[config.mk]
export PLATFORM = sky130hd
export DESIGN_NAME = usbd_dev_flat
export DESIGN_NICKNAME = d
export VERILOG_FILES = /design/src/usbd_pkg.sv /design/src/usbd_if.sv /design/src/usbd_dev.sv /design/src/flat_wrapper.sv
export SDC_FILE = /design/constraint.sdc
export NUM_CORES = 1
export LEC_CHECK = 0
export ABC_AREA = 1
export BUFFER_PORTS_ARGS = -buffer_cell sky130_fd_sc_hd__buf_2
export CORE_MARGIN = 2
export CORE_UTILIZATION = 50
export CTS_CLUSTER_DIAMETER = 30
export CTS_CLUSTER_SIZE = 8
export DETAILED_ROUTE_END_ITERATION = 12
export GPL_TIMING_DRIVEN = 0
export PLACE_DENSITY = 0.74
export SLEW_MARGIN = 30
export SYNTH_ARGS = -nofsm -noshare
export SYNTH_HDL_FRONTEND = slang
export SYNTH_SLANG_ARGS = --single-unit
[constraint.sdc]
create_clock -name aclk -period 3.2 [get_ports aclk]
set_input_delay 0.32 -clock aclk [delete_from_list [all_inputs] [get_ports aclk]]
set_output_delay 0.32 -clock aclk [all_outputs]
set_load 0.05 [all_outputs]
[src/usbd_pkg.sv]
// Shared constants for the USB state/DMA device end and its bus controller.
// Assumes both ends run on one 20 MHz clock and share this package.
package usbd_pkg;
  // Device register offsets on the 8-bit register port
  localparam logic [7:0] REG_GS = 8'he6;
  localparam logic [7:0] REG_FA = 8'he7;
  localparam logic [7:0] REG_FNL = 8'he8;
  localparam logic [7:0] REG_FNH = 8'he9;
  localparam logic [7:0] REG_DCS = 8'hea;
  localparam logic [7:0] REG_DAL = 8'heb;
  localparam logic [7:0] REG_DAH = 8'hec;
  localparam logic [7:0] REG_DBC = 8'hed;
  // Field positions
  localparam int GS_RSM = 3;
  localparam int GS_RWE = 2;
  localparam int GS_CFG = 1;
  localparam int GS_ADR = 0;
  localparam int FNH_END = 4;
  localparam int FNH_ERR = 3;
  localparam int DCS_EPS = 4;
  localparam int DCS_ERR = 2;
  localparam int DCS_DIR = 1;
  localparam int DCS_RUN = 0;
  // Reset values
  localparam logic [7:0] RST_ZERO = 8'h00;
  localparam logic [3:0] DAH_RST = 4'h1;
  // Permitted RAM window and endpoint sizes
  localparam logic [12:0] RAM_LO = 13'h0100;
  localparam logic [12:0] RAM_HI = 13'h08ff;
  localparam logic [2:0] EPS_MAX = 3'h4;
  localparam logic [7:0] EP0_SIZE = 8'h40;
  localparam logic [7:0] EP_DBL_SIZE = 8'h80;
  localparam logic [7:0] EP_SML_SIZE = 8'h08;
  // Timing
  localparam int CLK_HZ = 20_000_000;
  localparam int RESUME_MS = 13;
  localparam int RESUME_CYCLES = CLK_HZ / 1000 * RESUME_MS;
  // Controller's own register (word index) and its fields
  localparam logic [7:0] IDX_CTRL = 8'hf0;
  localparam int CTRL_EN = 0;
  localparam int CTRL_IE = 1;
  localparam int CTRL_SIE = 2;
  localparam logic [2:0] CTRL_RST = 3'h0;
  // AXI responses
  localparam logic [1:0] RESP_OKAY = 2'h0;
  localparam logic [1:0] RESP_SLVERR = 2'h2;
  localparam logic [1:0] RESP_DECERR = 2'h3;
endpackage

[src/usbd_if.sv]
// Register port between the bus controller and the device end.
// Both parties are on the same clock; no signal here crosses domains.
`timescale 1ns/100ps
interface usbd_if;
  logic [7:0] reg_addr;
  logic reg_wr;
  logic reg_rd;
  logic [7:0] reg_wdata;
  logic [7:0] reg_rdata;
  logic usb_en;
  logic cpu_stall;
  logic dma_err;
  logic sec_viol;

  modport dev (
    input reg_addr, reg_wr, reg_rd, reg_wdata, usb_en,
    output reg_rdata, cpu_stall, dma_err, sec_viol
  );
  modport ctl (
    output reg_addr, reg_wr, reg_rd, reg_wdata, usb_en,
    input reg_rdata, cpu_stall, dma_err, sec_viol
  );
endinterface

[src/usbd_dev.sv]
// Device end: USB global state, function address, frame number and the
// DMA mover between CPU RAM and the endpoint buffer RAM.
// Assumes the serial engine, RAM and endpoint buffer share aclk, and that
// both memories return read data in the same cycle as their read strobe.
// Function
// - Resume status high for 13 ms emission
// - Remote wake-up only when enable bit set
// - Bus reset clears configured flag
// - Bus reset clears addressed flag
// - Bus reset clears 7-bit function address
// - Frame end set at SOF end, cleared next SOF
// - Frame error follows corruption of last frame
// - Eleven-bit frame number is read-only
// - Registers inaccessible while module disabled
// - N bytes move in N+1 cycles
// - CPU stalled during transfer, uninterruptible
// - Three-bit endpoint select with fixed sizes
// - Zero count or endpoint above 4 violates
// - Good launch clears error; software may clear
// - Bad range or oversize count sets error
// - Error bit raises interrupt when enabled
// - Direction zero endpoint to RAM, one reverse
// - Software sets run; hardware clears at end
// - Twelve-bit base address, high part resets 0x01
// - Window 0x100-0x8ff check, violation, address and count kept
// - Address becomes last touched plus one
// - Seven-bit byte count, resets to zero
// - Byte count kept after transfer
//
// Design decision made here: the AXI4-Lite register port.
`timescale 1ns/100ps
module usbd_dev #(
  parameter int RESUME_LEN = usbd_pkg::RESUME_CYCLES
) (
  // Clock and reset
  input wire logic aclk,
  input wire logic aresetn,
  // Register port
  usbd_if.dev rp,
  // Serial engine
  input wire logic usb_bus_reset,
  input wire logic sof_detect,
  input wire logic sof_done,
  input wire logic [10:0] sof_frame,
  input wire logic sof_crc_bad,
  input wire logic wake_req,
  output logic resume_signal_active,
  // CPU RAM
  output logic [11:0] ram_addr,
  output logic ram_re,
  output logic ram_we,
  output logic [7:0] ram_wdata,
  input wire logic [7:0] ram_rdata,
  // Endpoint buffer RAM
  output logic [2:0] ep_sel,
  output logic [6:0] ep_addr,
  output logic ep_re,
  output logic ep_we,
  output logic [7:0] ep_wdata,
  input wire logic [7:0] ep_rdata
);
  logic remote_wakeup_enable_q;
  logic function_configured_flag_q;
  logic function_addressed_flag_q;
  logic [6:0] function_address_field_q;
  logic frame_number_end_q;
  logic frame_number_error_q;
  logic [10:0] frame_number_value_q;
  logic [2:0] dma_endpoint_select_q;
  logic dma_error_flag_q;
  logic dma_direction_q;
  logic dma_run_q;
  logic [11:0] dma_base_address_q;
  logic [6:0] dma_byte_count_q;
  logic [17:0] resume_cnt_q;
  logic [6:0] left_q;
  logic [6:0] idx_q;
  logic rd_q;
  logic [7:0] rdata_q;
  logic sec_viol_q;

  logic wr;
  logic launch;
  logic bad;
  logic [2:0] eps_new;
  logic [7:0] ep_size;
  logic [12:0] base_ext;
  logic [12:0] last_addr;
  logic [7:0] rmux;

  assign wr = rp.reg_wr && rp.usb_en;
  assign eps_new = rp.reg_wdata[usbd_pkg::DCS_EPS +: 3];
  assign launch = wr && rp.reg_addr == usbd_pkg::REG_DCS
    && rp.reg_wdata[usbd_pkg::DCS_RUN] && !dma_run_q;

  // Endpoint sizes by select value
  always_comb begin
    if (eps_new == 3'h0) begin
      ep_size = usbd_pkg::EP0_SIZE;
    end else if (eps_new < usbd_pkg::EPS_MAX) begin
      ep_size = usbd_pkg::EP_DBL_SIZE;
    end else begin
      ep_size = usbd_pkg::EP_SML_SIZE;
    end
  end

  // Launch checks against the new select and current address and count
  assign base_ext = {1'b0, dma_base_address_q};
  assign last_addr = base_ext + {6'h00, dma_byte_count_q} - 13'h0001;
  assign bad = dma_byte_count_q == 7'h00
    || eps_new > usbd_pkg::EPS_MAX
    || base_ext < usbd_pkg::RAM_LO || base_ext > usbd_pkg::RAM_HI
    || last_addr > usbd_pkg::RAM_HI
    || {1'b0, dma_byte_count_q} > ep_size;

  // Global state
  always_ff @(posedge aclk) begin
    if (!aresetn) begin
      remote_wakeup_enable_q <= 1'b0;
      function_configured_flag_q <= 1'b0;
      function_addressed_flag_q <= 1'b0;
    end else if (usb_bus_reset) begin
      function_configured_flag_q <= 1'b0;
      function_addressed_flag_q <= 1'b0;
    end else if (wr && rp.reg_addr == usbd_pkg::REG_GS) begin
      remote_wakeup_enable_q <= rp.reg_wdata[usbd_pkg::GS_RWE];
      function_configured_flag_q <= rp.reg_wdata[usbd_pkg::GS_CFG];
      function_addressed_flag_q <= rp.reg_wdata[usbd_pkg::GS_ADR];
    end
  end

  always_ff @(posedge aclk) begin
    if (!aresetn) begin
      function_address_field_q <= 7'h00;
    end else if (usb_bus_reset) begin
      function_address_field_q <= 7'h00;
    end else if (wr && rp.reg_addr == usbd_pkg::REG_FA) begin
      function_address_field_q <= rp.reg_wdata[6:0];
    end
  end

  // Resume emission; a request while already emitting is dropped
  always_ff @(posedge aclk) begin
    if (!aresetn) begin
      resume_cnt_q <= 18'h00000;
      resume_signal_active <= 1'b0;
    end else if (resume_signal_active) begin
      resume_cnt_q <= resume_cnt_q - 18'h00001;
      if (resume_cnt_q == 18'h00000) begin
        resume_signal_active <= 1'b0;
      end
    end else if (wake_req && remote_wakeup_enable_q) begin
      resume_cnt_q <= 18'(RESUME_LEN - 1);
      resume_signal_active <= 1'b1;
    end
  end

  // Frame number capture; completion wins over a same-cycle SOF detect
  always_ff @(posedge aclk) begin
    if (!aresetn) begin
      frame_number_end_q <= 1'b0;
      frame_number_error_q <= 1'b0;
      frame_number_value_q <= 11'h000;
    end else if (sof_done) begin
      frame_number_end_q <= 1'b1;
      frame_number_error_q <= sof_crc_bad;
      frame_number_value_q <= sof_frame;
    end else if (sof_detect) begin
      frame_number_end_q <= 1'b0;
    end
  end

  // DMA control and status
  always_ff @(posedge aclk) begin
    if (!aresetn) begin
      dma_endpoint_select_q <= 3'h0;
      dma_direction_q <= 1'b0;
      dma_error_flag_q <= 1'b0;
      sec_viol_q <= 1'b0;
    end else begin
      sec_viol_q <= launch && bad;
      if (wr && rp.reg_addr == usbd_pkg::REG_DCS && !dma_run_q) begin
        dma_endpoint_select_q <= eps_new;
        dma_direction_q <= rp.reg_wdata[usbd_pkg::DCS_DIR];
        if (launch) begin
          dma_error_flag_q <= bad;
        end else begin
          dma_error_flag_q <= rp.reg_wdata[usbd_pkg::DCS_ERR];
        end
      end
    end
  end

  // Address and count; a refused launch leaves both untouched
  always_ff @(posedge aclk) begin
    if (!aresetn) begin
      dma_base_address_q <= {usbd_pkg::DAH_RST, 8'h00};
      dma_byte_count_q <= 7'h00;
    end else if (dma_run_q && left_q == 7'h00 && rd_q) begin
      dma_base_address_q <= dma_base_address_q
        + {5'h00, dma_byte_count_q};
    end else if (wr && !dma_run_q) begin
      if (rp.reg_addr == usbd_pkg::REG_DAL) begin
        dma_base_address_q[7:0] <= rp.reg_wdata;
      end
      if (rp.reg_addr == usbd_pkg::REG_DAH) begin
        dma_base_address_q[11:8] <= rp.reg_wdata[3:0];
      end
      if (rp.reg_addr == usbd_pkg::REG_DBC) begin
        dma_byte_count_q <= rp.reg_wdata[6:0];
      end
    end
  end

  // Mover: a read per cycle, its write one cycle later, so N bytes hold
  // the CPU for N+1 cycles
  always_ff @(posedge aclk) begin
    if (!aresetn) begin
      dma_run_q <= 1'b0;
      left_q <= 7'h00;
      idx_q <= 7'h00;
      rd_q <= 1'b0;
    end else if (launch && !bad) begin
      dma_run_q <= 1'b1;
      left_q <= dma_byte_count_q;
      idx_q <= 7'h00;
      rd_q <= 1'b0;
    end else if (dma_run_q) begin
      rd_q <= left_q != 7'h00;
      if (left_q != 7'h00) begin
        left_q <= left_q - 7'h01;
        idx_q <= idx_q + 7'h01;
      end else if (rd_q) begin
        dma_run_q <= 1'b0;
      end
    end else begin
      rd_q <= 1'b0;
    end
  end

  // Memory strobes: reads use idx_q, writes the index read a cycle ago
  always_ff @(posedge aclk) begin
    if (!aresetn) begin
      ram_addr <= 12'h000;
      ram_re <= 1'b0;
      ram_we <= 1'b0;
      ram_wdata <= 8'h00;
      ep_sel <= 3'h0;
      ep_addr <= 7'h00;
      ep_re <= 1'b0;
      ep_we <= 1'b0;
      ep_wdata <= 8'h00;
    end else begin
      ep_sel <= dma_endpoint_select_q;
      ram_re <= dma_run_q && left_q != 7'h00 && dma_direction_q;
      ep_re <= dma_run_q && left_q != 7'h00 && !dma_direction_q;
      ram_we <= rd_q && !dma_direction_q;
      ep_we <= rd_q && dma_direction_q;
      ram_wdata <= ep_rdata;
      ep_wdata <= ram_rdata;
      // The write side trails the read side by one index
      if (dma_run_q) begin
        ram_addr <= dma_base_address_q
          + {5'h00, dma_direction_q ? idx_q : idx_q - 7'h01};
        ep_addr <= dma_direction_q ? idx_q - 7'h01 : idx_q;
      end
    end
  end

  // Register read-back; reserved bits read zero
  always_comb begin
    unique case (rp.reg_addr)
      usbd_pkg::REG_GS: rmux = {4'h0, resume_signal_active,
        remote_wakeup_enable_q, function_configured_flag_q,
        function_addressed_flag_q};
      usbd_pkg::REG_FA: rmux = {1'b0, function_address_field_q};
      usbd_pkg::REG_FNL: rmux = frame_number_value_q[7:0];
      usbd_pkg::REG_FNH: rmux = {3'h0, frame_number_end_q,
        frame_number_error_q, frame_number_value_q[10:8]};
      usbd_pkg::REG_DCS: rmux = {1'b0, dma_endpoint_select_q, 1'b0,
        dma_error_flag_q, dma_direction_q, dma_run_q};
      usbd_pkg::REG_DAL: rmux = dma_base_address_q[7:0];
      usbd_pkg::REG_DAH: rmux = {4'h0, dma_base_address_q[11:8]};
      usbd_pkg::REG_DBC: rmux = {1'b0, dma_byte_count_q};
      default: rmux = usbd_pkg::RST_ZERO;
    endcase
  end

  always_ff @(posedge aclk) begin
    if (!aresetn) begin
      rdata_q <= usbd_pkg::RST_ZERO;
    end else if (rp.reg_rd) begin
      rdata_q <= rp.usb_en ? rmux : usbd_pkg::RST_ZERO;
    end
  end

  assign rp.reg_rdata = rdata_q;
  assign rp.cpu_stall = dma_run_q;
  assign rp.dma_err = dma_error_flag_q;
  assign rp.sec_viol = sec_viol_q;
endmodule

[src/flat_wrapper.sv]
// flat-port wrapper written by rule: the top's interface ports become plain ports
module usbd_dev_flat 
#(
  parameter int RESUME_LEN = usbd_pkg::RESUME_CYCLES
)
  (aclk, aresetn, usb_bus_reset, sof_detect, sof_done, sof_frame, sof_crc_bad, wake_req, resume_signal_active, ram_addr, ram_re, ram_we, ram_wdata, ram_rdata, ep_sel, ep_addr, ep_re, ep_we, ep_wdata, ep_rdata, rp_reg_addr, rp_reg_wr, rp_reg_rd, rp_reg_wdata, rp_usb_en, rp_reg_rdata, rp_cpu_stall, rp_dma_err, rp_sec_viol);
  usbd_if rp_i ();
  input wire logic aclk;
  input wire logic aresetn;
  input wire logic usb_bus_reset;
  input wire logic sof_detect;
  input wire logic sof_done;
  input wire logic [10:0] sof_frame;
  input wire logic sof_crc_bad;
  input wire logic wake_req;
  output logic resume_signal_active;
  output logic [11:0] ram_addr;
  output logic ram_re;
  output logic ram_we;
  output logic [7:0] ram_wdata;
  input wire logic [7:0] ram_rdata;
  output logic [2:0] ep_sel;
  output logic [6:0] ep_addr;
  output logic ep_re;
  output logic ep_we;
  output logic [7:0] ep_wdata;
  input wire logic [7:0] ep_rdata;
  input wire logic [$bits(rp_i.reg_addr)-1:0] rp_reg_addr;
  input wire logic [$bits(rp_i.reg_wr)-1:0] rp_reg_wr;
  input wire logic [$bits(rp_i.reg_rd)-1:0] rp_reg_rd;
  input wire logic [$bits(rp_i.reg_wdata)-1:0] rp_reg_wdata;
  input wire logic [$bits(rp_i.usb_en)-1:0] rp_usb_en;
  output wire logic [$bits(rp_i.reg_rdata)-1:0] rp_reg_rdata;
  output wire logic [$bits(rp_i.cpu_stall)-1:0] rp_cpu_stall;
  output wire logic [$bits(rp_i.dma_err)-1:0] rp_dma_err;
  output wire logic [$bits(rp_i.sec_viol)-1:0] rp_sec_viol;
  assign rp_i.reg_addr = rp_reg_addr;
  assign rp_i.reg_wr = rp_reg_wr;
  assign rp_i.reg_rd = rp_reg_rd;
  assign rp_i.reg_wdata = rp_reg_wdata;
  assign rp_i.usb_en = rp_usb_en;
  assign rp_reg_rdata = rp_i.reg_rdata;
  assign rp_cpu_stall = rp_i.cpu_stall;
  assign rp_dma_err = rp_i.dma_err;
  assign rp_sec_viol = rp_i.sec_viol;
  usbd_dev #(.RESUME_LEN(RESUME_LEN)) u_core (.aclk(aclk), .aresetn(aresetn), .rp(rp_i), .usb_bus_reset(usb_bus_reset), .sof_detect(sof_detect), .sof_done(sof_done), .sof_frame(sof_frame), .sof_crc_bad(sof_crc_bad), .wake_req(wake_req), .resume_signal_active(resume_signal_active), .ram_addr(ram_addr), .ram_re(ram_re), .ram_we(ram_we), .ram_wdata(ram_wdata), .ram_rdata(ram_rdata), .ep_sel(ep_sel), .ep_addr(ep_addr), .ep_re(ep_re), .ep_we(ep_we), .ep_wdata(ep_wdata), .ep_rdata(ep_rdata));
endmodule
==> results of run 1 <==
==> repair_timing <==
item,CTS,global route
setup buffers,0,0
resized for setup,0,2
endpoints found under the hold margin,0,0
setup endpoints to repair,0,16
==> metrics by stage <==
stage | std cells | hold WS, ns | power [mW] | setup slack [ns]
floorplan | 1080 | 0.407 | 1.83 | 0.681
global placement | 1369 | 0.434 | 1.92 | 0.107
detailed placement | 1369 | 0.432 | 1.92 | 0.0625
CTS | 1400 | 0.0617 | 4.08 | 0.0468
global route | 1400 | 0.0717 | 4.17 | 0.00233
finish | 1400 | 0.0687 | 4.07 | 0.211
==> flip-flops by register name (all words and copies together), names as in the netlist, 8 cells and up <==
signal	flops
u_core.ep_wdata	8
u_core.dma_base_address_q	12
u_core.frame_number_value_q	11
u_core.ram_addr	12
u_core.rp.reg_rdata	8
u_core.ram_wdata	8
u_core.resume_cnt_q	18
==> cell type report <==
class                           count  area (sq um)  share of cell area, %
Multi-Input combinational cell    740          3990                   45.1
Sequential cell                   133          2660                   30.1
Inverter                          177           664                   7.50
Timing Repair Buffer              105           526                   5.93
Clock buffer                       19           453                   5.12
Tap cell                          184           230                   2.60
Clock inverter                     12           203                   2.29
Buffer                             30           121                   1.37
==> report_power, final <==
part	total, mW	switching (mW)	leakage [nW]	internal [mW]
registers	1.69	0.00770	1.08	1.68
logic	0.202	0.146	2.96	0.0558
clock network	2.19	0.767	0.307	1.42
total	4.07	0.921	4.35	3.15
==> cells in the final DEF, fill, tap and decap left out, drive strengths merged, types with 43 or more instances in the layout <==
cell type,synthesis,final
inv,177,177
clkbuf,24,43
nor2,129,129
ha,45,45
dfxtp,133,133
nand3,48,48
nand2,219,219
o21ai,93,93
buf,6,111
a21oi,84,84
==> layer usage <==
| metal | track usage [%] | part of all wire [%] |
|---|---|---|
| met2 | 41.6 | 46 |
| met3 | 5.78 | 7.0 |
| met5 | 0 | 0 |
| met1 | 35.5 | 45 |
| met4 | 8.73 | 1.9 |
==> how the worst max path moves through the flow <==
stage / startpoint / to / cells past startpoint
floorplan: u_core.dma_base_address_q[1]$_SDFFE_PN0P_ / u_core.left_q[5]$_SDFFE_PN0P_ / 20
global placement: u_core.dma_base_address_q[1]$_SDFFE_PN0P_ / u_core.rp.dma_err$_SDFFE_PN0P_ / 18
detailed placement: u_core.dma_base_address_q[1]$_SDFFE_PN0P_ / u_core.rp.dma_err$_SDFFE_PN0P_ / 18
CTS: u_core.dma_base_address_q[1]$_SDFFE_PN0P_ / u_core.rp.dma_err$_SDFFE_PN0P_ / 18
global route: u_core.dma_byte_count_q[1]$_SDFFE_PN0P_ / u_core.left_q[4]$_SDFFE_PN0P_ / 20
finish: u_core.dma_direction_q$_SDFFE_PN0P_ / u_core.ram_addr[9]$_SDFFE_PN0P_ / 12
==> kinds of logic after synthesis <==
family	Yosys count
simple gates	442
compound gates	228
buf+inv	207
flops	133
fa+ha+maj	48
xor+xnor	22
==> worst max-delay path: stages, from the launching register on <==
cell and delay (ns):
dfxtp_1 0.33, clkbuf_1 0.44, clkbuf_1 0.41, o21ai_0 0.23, ha_1 0.39, nand3_1 0.08
nand2_1 0.14, inv_1 0.06, o221ai_1 0.32, nand2_1 0.11, xor2_1 0.16, o21ai_0 0.15
inv_1 0.05
==> results.cfg, run 1 <==
[power_and_ir_drop]
ir_drop_uv = 408
p_per_area_nw_per_um2 = 460
power.leakage_nw = 4.35

[synth]
async_flop_share_pct = 0
synth_commonest_cells = nand2_1, inv_1, dfxtp_1
yosysTopAreaCell = dfxtp_1
synth_mux_area_share_pct = 0
syn_inst = 1080
yosysTopAreaCellShare_pct = 35.8
synth-edff-count = 0
syn_area_per_cell_sq_um = 6.89
ys_seq_elements = 133
syn_nets = 1181
yosys_warnings = 0
dominantRegCellSynth = dfxtp_1
synth_fa_ha_area_share_pct = 8.38
synth_area_sq_um = 7440
synth-simple-area-share_pct = 25.4
ys_types = 43
synth-xor-area-share_pct = 2.59
synth_compound_area_share_pct = 17.2
yosysSeqAreaShare_pct = 35.8
synth_area_leaders = dfxtp_1, nand2_1, inv_1, ha_1, nor2_1
synth_top_family_by_area = simple AND/OR/NAND/NOR gates
synth.most_common_cell = nand2_1

[worst_setup_path]
path_max_fanout = 10
cp_data_arrival_time_ns = 3.31
endpoint_kind = flip-flop
r2r_setup_slack_ns = 0.21
required_ns = 3.52
rr_startpoint = u_core.dma_direction_q$_SDFFE_PN0P_
start_kind = flip-flop
worstSetupPathType = flip-flop to flip-flop
r2r_cells = 12
r2r-end = u_core.ram_addr[9]$_SDFFE_PN0P_

[route]
ant_nets = 0
remaining_drc_errors = 0
first_iter_violations = 784
dr.pass1.iters = 5
via_count = 7509
wirelength_mm = 21.1
via_per_inst = 5.36
wl_per_cell_um = 15.1

[sta]
fmax_mhz = 335
rsz0062_at_grt = no
fin_setup_tns_ns = 0
max_slew_margin_pct = 53.6
min_period_ns = 2.99
slew_violations = 0
hold_viol_final = 0
setup_viol = 0
min_period_over_period_pct = 93.4
fin_worst_skew_ns = 0.00732
worstMarginPinSlew_ns = 0.691

[floorplan]
rows = 44
initial_core_util_pct = 51.2
fp.coreArea_sq_um = 14500
fp.dieW_um = 126
ios = 107
dieArea_sq_um = 15900
die_y_um = 126

[placement]
placement.cell_area_sq_um = 8200
io_buffers = 105
dpl.hpwl_mm = 15.7
place_congestion = 0.935

[run]
maxCapViolCount = 0

[clock_network]
cts_root_buffer = clkbuf_16
clock_sinks = 133
cts-buffers-inserted = 17
cts_buffer_depth = 2
cts.clk_slew.worst_paths_ns = 0.06
cts_tree = done
postCtsHoldBufs = 0
h-tree-depth = 4
clk_latency_ns = 0.43

[global_routing]
grt_max_degree = 17
grt_usage_pct = 26.2
grt_pass1_vias = 6665
grt_overflow = 0
antenna_found_initial = 0
grt_pass1_wl_mm = 33.4

[finish]
num_antenna_cells = 0
fin_nets = 1305
syn_to_final_growth_pct = 19.0
drive_gt1_share_pct = 13.7
final_area_sq_um = 8850
fin_util_pct = 60.9
fillerInstances = 1346

[min_path]
worstHoldEndpoint = u_core.ram_wdata[1]$_SDFF_PN0_
worstHoldPathType = input pin to flip-flop
hp-start = ep_rdata[1]
whs_path_depth = 3

[outcome]
outcome = complete, no violations
(Power assumes the default switching activity.)
==> run 2: changes to the inputs <==
- CORE_UTILIZATION: 50 -> 40
- PLACE_DENSITY: 0.74 -> 0.62
==> run 2 against run 1 <==
  * Sequential cell count unchanged
  * Clock power increased by 3%
  * Final area rose by 0.90%
  * Via count shrank 2.3%
  * First-iteration DRC count fell by 27%
  * Critical path type unchanged
  * Largest cell class unchanged
  * Highest routed layer unchanged
==> results.cfg, run 2 (synthesis gave the netlist of run 1 again) <==
[finish]
num_antenna_cells = 0
final_common_cell = nand2_1
syn_to_final_growth_pct = 20.1
top_regs = u_core.resume_cnt_q (18), u_core.dma_base_address_q (12), u_core.ram_addr (12)
fillerInstances = 1838
fin_nets = 1305
drive_gt1_share_pct = 13.8
largest_register = u_core.resume_cnt_q
largest_reg_flops = 18
final_cell_mix = nand2_1, inv_1, dfxtp_1

[run]
maxCapViolCount = 0

[sta]
hold_viol_final = 0
setup_viol = 0
setup_slack_ns = 0.292
fin_worst_skew_ns = 0.00982
rsz0062_at_grt = no
min_period_over_period_pct = 90.9
fmax_mhz = 344
min_period_ns = 2.91
slew_violations = 0
fin_setup_tns_ns = 0
max_slew_margin_pct = 48.5
worstMarginPinSlew_ns = 0.767

[clock_network]
h-tree-depth = 4
postCtsHoldBufs = 0
cts.clk_slew.worst_paths_ns = 0.06
postCtsSetupBuffers = 0
clk_latency_ns = 0.43
ctsResizeCount = 0
cts-buffers-inserted = 17
cts_root_buffer = clkbuf_16
cts_buffer_depth = 2
cts_tree = done
clock_sinks = 133

[worst_setup_path]
r2r-end = u_core.ram_addr[9]$_SDFFE_PN0P_
start_kind = flip-flop
cp_slowest_stage_delay_ns = 0.45
endpoint_kind = flip-flop
rr_startpoint = u_core.dma_direction_q$_SDFFE_PN0P_
r2r_setup_slack_ns = 0.29
r2r_cells = 10
required_ns = 3.52
worstSetupPathType = flip-flop to flip-flop
cp_data_arrival_time_ns = 3.23
worstPathCellList = clkbuf_1, clkbuf_1, o21ai_0, ha_1, nand4_1, o221ai_1, nand2_1, xor2_1, o21ai_0, inv_1
path_max_fanout = 10
slowest_stage = ha_1

[route]
via_per_inst = 5.07
wl_per_cell_um = 15.1
via_count = 7333
first_iter_violations = 574
wirelength_mm = 21.8
dr.pass1.iters = 5
remaining_drc_errors = 0
ant_nets = 0

[min_path]
worstHoldPathType = input pin to flip-flop
worstHoldEndpoint = u_core.ram_wdata[1]$_SDFF_PN0_
whs_path_depth = 3
hp-start = ep_rdata[1]

[placement]
place_congestion = 0.928
io_buffers = 105
dpl.hpwl_mm = 16.6
place_ws_ns = 0.0184

[outcome]
outcome = complete, no violations

[power_and_ir_drop]
p_per_area_nw_per_um2 = 462
power.leakage_nw = 4.38
ir_drop_uv = 374

[floorplan]
dieArea_sq_um = 19700
rows = 49
fp.coreArea_sq_um = 18100
ios = 107
fp.dieW_um = 140
die_y_um = 140
initial_core_util_pct = 41.1

[global_routing]
antenna_found_initial = 0
grt_overflow = 0
grt_usage_pct = 22.3
grt_pass1_wl_mm = 34.9
grt_pass1_vias = 6857
grt_max_degree = 17
==> run 2: cell count changes in the layout (fill, tap and decap cells not counted), sizes merged <==
cell / before / now
clkinvlp: 4 / 2
bufinv: 5 / 6
clkinv: 3 / 4
inv: 177 / 178
==> run 2: layout make-up <==
class                      count  area [sq um]  share of cell area [%]
clock inverter                13           228                    2.55
timing repair buffer         105           526                    5.88
sequential                   133          2670                    29.9
inverter                     177           664                    7.44
tap                          229           287                    3.21
clock buffer                  19           443                    4.96
multi-input combinational    740          4000                    44.8
buffer                        30           121                    1.36
==> run 2: where the power goes <==
part	switching (mW)	internal, mW	total, mW
sequential	0.00709	1.68	1.68
combinational	0.146	0.0558	0.201
clock	0.766	1.48	2.25
==> run 2: per-layer routing <==
layer	global-route usage [%]	vias to the layer above	share of wire, %
li1	-	3754	-
met1	30.4	3347	47
met2	35.5	196	45
met3	3.79	36	5.1
met4	8.61	0	2.2
met5	0	-	0
==> run 2: worst max path at each step <==
stage                                              startpoint                         endpoint  depth (start not counted)
floorplan           u_core.dma_base_address_q[1]$_SDFFE_PN0P_    u_core.left_q[5]$_SDFFE_PN0P_                         20
global placement    u_core.dma_base_address_q[1]$_SDFFE_PN0P_   u_core.rp.dma_err$_SDFFE_PN0P_                         18
detailed placement  u_core.dma_base_address_q[1]$_SDFFE_PN0P_   u_core.rp.dma_err$_SDFFE_PN0P_                         18
CTS                 u_core.dma_base_address_q[1]$_SDFFE_PN0P_   u_core.rp.dma_err$_SDFFE_PN0P_                         18
global route        u_core.dma_base_address_q[3]$_SDFFE_PN0P_    u_core.left_q[5]$_SDFFE_PN0P_                         16
finish                    u_core.dma_direction_q$_SDFFE_PN0P_  u_core.ram_addr[9]$_SDFFE_PN0P_                         10
==> run 2: critical path: cells and delay by family, from the launching register on <==
family	cells	cell delay, ns
AOI/OAI and AO/OA	3	0.73
xor gates and xnor gates	1	0.17
adders and majority gates	1	0.45
buffers and inverters	3	0.86
DFF	1	0.34
and+or+nand+nor	2	0.25
==> run 2: through the flow <==
stage          power (mW)  instances  hold slack, ns  util (%)  cell area, sq um
2_1_floorplan        1.83       1080           0.407         -              7440
3_3_place_gp         1.92       1414           0.427      45.6              8250
3_5_place_dp         1.92       1414           0.430      45.6              8250
4_1_cts              4.16       1446          0.0523      49.3              8920
5_1_grt              4.25       1446          0.0726      49.4              8930
6_report             4.13       1446          0.0689      49.4              8930
==> run 3: changes to the inputs <==
- CORE_ASPECT_RATIO: not set -> 1.5
- CORE_MARGIN: 2 -> 1
- PLACE_DENSITY: 0.62 -> 0.64
- clock period: 3.2 -> 2.66 ns (I/O delays scaled with it)
==> run 3 against run 2 <==
  * Worst hold slack worse by 0.052 ns
  * Die area down 2.8%
  * First-iteration DRC count down 20%
==> results.cfg, run 3 (synthesis gave the netlist of run 1 again) <==
[clock_network]
clk_latency_ns = 0.42
cts_root_buffer = clkbuf_16
h-tree-depth = 4
cts_buffer_depth = 2
clock_sinks = 133
cts-buffers-inserted = 17
cts_tree = done
cts.clk_slew.worst_paths_ns = 0.06

[finish]
largest_register = u_core.resume_cnt_q
final_cell_mix = nand2_1, inv_1, nor2_1
largest_reg_flops = 18
final_area_sq_um = 9390
fin_nets = 1332
syn_to_final_growth_pct = 26.2
fin_cells = 1492
final_common_cell = nand2_1
top_regs = u_core.resume_cnt_q (18), u_core.dma_base_address_q (12), u_core.ram_addr (12)
drive_gt1_share_pct = 20.4
fin_util_pct = 51.9
num_antenna_cells = 0

[min_path]
worstHoldEndpoint = u_core.ram_wdata[7]$_SDFF_PN0_
whs_path_depth = 3
worstHoldPathType = input pin to flip-flop
hp-start = ep_rdata[7]

[sta]
fmax_mhz = 401
min_period_over_period_pct = 93.8
min_period_ns = 2.50
worstMarginPinSlew_ns = 0.763
fin_setup_tns_ns = 0
setup_slack_ns = 0.164
hold-worst-slack_ns = 0.0173
max_slew_margin_pct = 48.7
hold_viol_final = 0
setup_viol = 0
slew_violations = 0
fin_worst_skew_ns = 0.0101

[floorplan]
rows = 60
initial_core_util_pct = 41.1
fp.coreArea_sq_um = 18100
fp.dieW_um = 113
die_y_um = 169
dieArea_sq_um = 19200
ios = 107

[global_routing]
grt_usage_pct = 23.3
top_usage_layer = met2
grtUsageMet1_pct = 25.9
grt_pass1_vias = 6948
grt_overflow = 0
use_met3_pct = 4.12
grt_pass1_wl_mm = 34.7
antenna_found_initial = 0
grt_max_degree = 17
grt_use_met2_pct = 41.7

[power_and_ir_drop]
power_mw = 4.77
p_per_area_nw_per_um2 = 508
ir_drop_uv = 386
power.leakage_nw = 4.54

[placement]
placement.cell_area_sq_um = 8280
place_congestion = 0.912
dpl.hpwl_mm = 16.7
place_ws_ns = -0.461
dp_cells = 1433
io_buffers = 105

[worst_setup_path]
rr_startpoint = u_core.dma_base_address_q[3]$_SDFFE_PN0P_
endpoint_kind = flip-flop
r2r-end = u_core.left_q[5]$_SDFFE_PN0P_
r2r_setup_slack_ns = 0.16
worstSetupPathType = flip-flop to flip-flop
crit_top_cell = nand2_1
start_kind = flip-flop
cp_data_arrival_time_ns = 2.77
required_ns = 2.93
cp_slowest_stage_delay_ns = 0.41
r2r_cells = 15
path_max_fanout = 7
worstPathCellList = inv_1, ha_4, inv_1, ha_4, a21oi_1, nand2_1, nand3_1, nand3_1, nand2_1, nand2_1, nor2_4, buf_4, nand4_1, nand2_1, a21oi_1
slowest_stage = dfxtp_4

[outcome]
outcome = complete, no violations

[route]
remaining_drc_errors = 0
wirelength_mm = 22.1
first_iter_violations = 458
wl_per_cell_um = 14.8
via_per_inst = 5.07
via_count = 7561
dr.pass1.iters = 6
ant_nets = 0

[run]
maxCapViolCount = 0
==> run 3: cell types whose count changed in the layout (fill, tap and decap cells not counted), moves of 8 or more <==
cell	change
inv_2	+9
dfxtp_1	-17
ha_4	+11
buf_4	+26
dfxtp_4	+8
inv_1	-14
ha_1	-12
dfxtp_2	+9
==> run 3: metal layers <==
metal,vias up,wire (um)
li1,3813,-
met1,3453,8710
met2,238,11300
met3,57,1040
met5,-,0
met4,0,1030
==> run 3: what timing repair did <==
item	in CTS	in global routing
setup endpoints to repair	20	24
hold endpoints to repair	1	0
setup buffers	8	19
resized for setup	20	70
pin swaps	5	21
hold buffers	1	0
gates cloned	0	1
==> run 3: report_power, final <==
| part | switching (mW) | internal, mW | total, mW | leakage (nW) |
|---|---|---|---|---|
| combinational | 0.177 | 0.0695 | 0.247 | 3.14 |
| sequential | 0.00821 | 2.01 | 2.02 | 1.09 |
| clock | 0.972 | 1.53 | 2.50 | 0.306 |
| total | 1.16 | 3.61 | 4.77 | 4.54 |
==> run 3: worst max-delay path by stage <==
stage	start	end	slack, ns
after global placement	u_core.dma_base_address_q[1]$_SDFFE_PN0P_	u_core.rp.dma_err$_SDFFE_PN0P_	-0.43
after detailed placement	u_core.dma_base_address_q[1]$_SDFFE_PN0P_	u_core.rp.dma_err$_SDFFE_PN0P_	-0.46
final	u_core.dma_base_address_q[3]$_SDFFE_PN0P_	u_core.left_q[5]$_SDFFE_PN0P_	0.16
after floorplan	u_core.dma_base_address_q[1]$_SDFFE_PN0P_	u_core.left_q[5]$_SDFFE_PN0P_	0.14
after global routing	u_core.dma_base_address_q[4]$_SDFFE_PN0P_	u_core.left_q[0]$_SDFFE_PN0P_	-0.008
after CTS	u_core.dma_base_address_q[2]$_SDFFE_PN0P_	u_core.left_q[0]$_SDFFE_PN0P_	0.0005
==> run 3: worst max-delay path, delay by kind of cell (launching register included) <==
kind / cells / cell delay [ns]
buffers and inverters: 3 / 0.37
flip-flops: 1 / 0.41
AO/OA/AOI/OAI: 2 / 0.21
AND/OR/NAND/NOR: 8 / 0.81
adder cells (fa/ha/maj): 2 / 0.57
==> run 3: area by class of cell <==
class | count | area (sq um)
tap | 248 | 310
sequential | 133 | 2710
fill | 1864 | 8710
buffer | 28 | 116
clock inverter | 14 | 190
inverter | 177 | 683
timing repair buffer | 134 | 753
clock buffer | 18 | 439
multi-input combinational | 740 | 4190
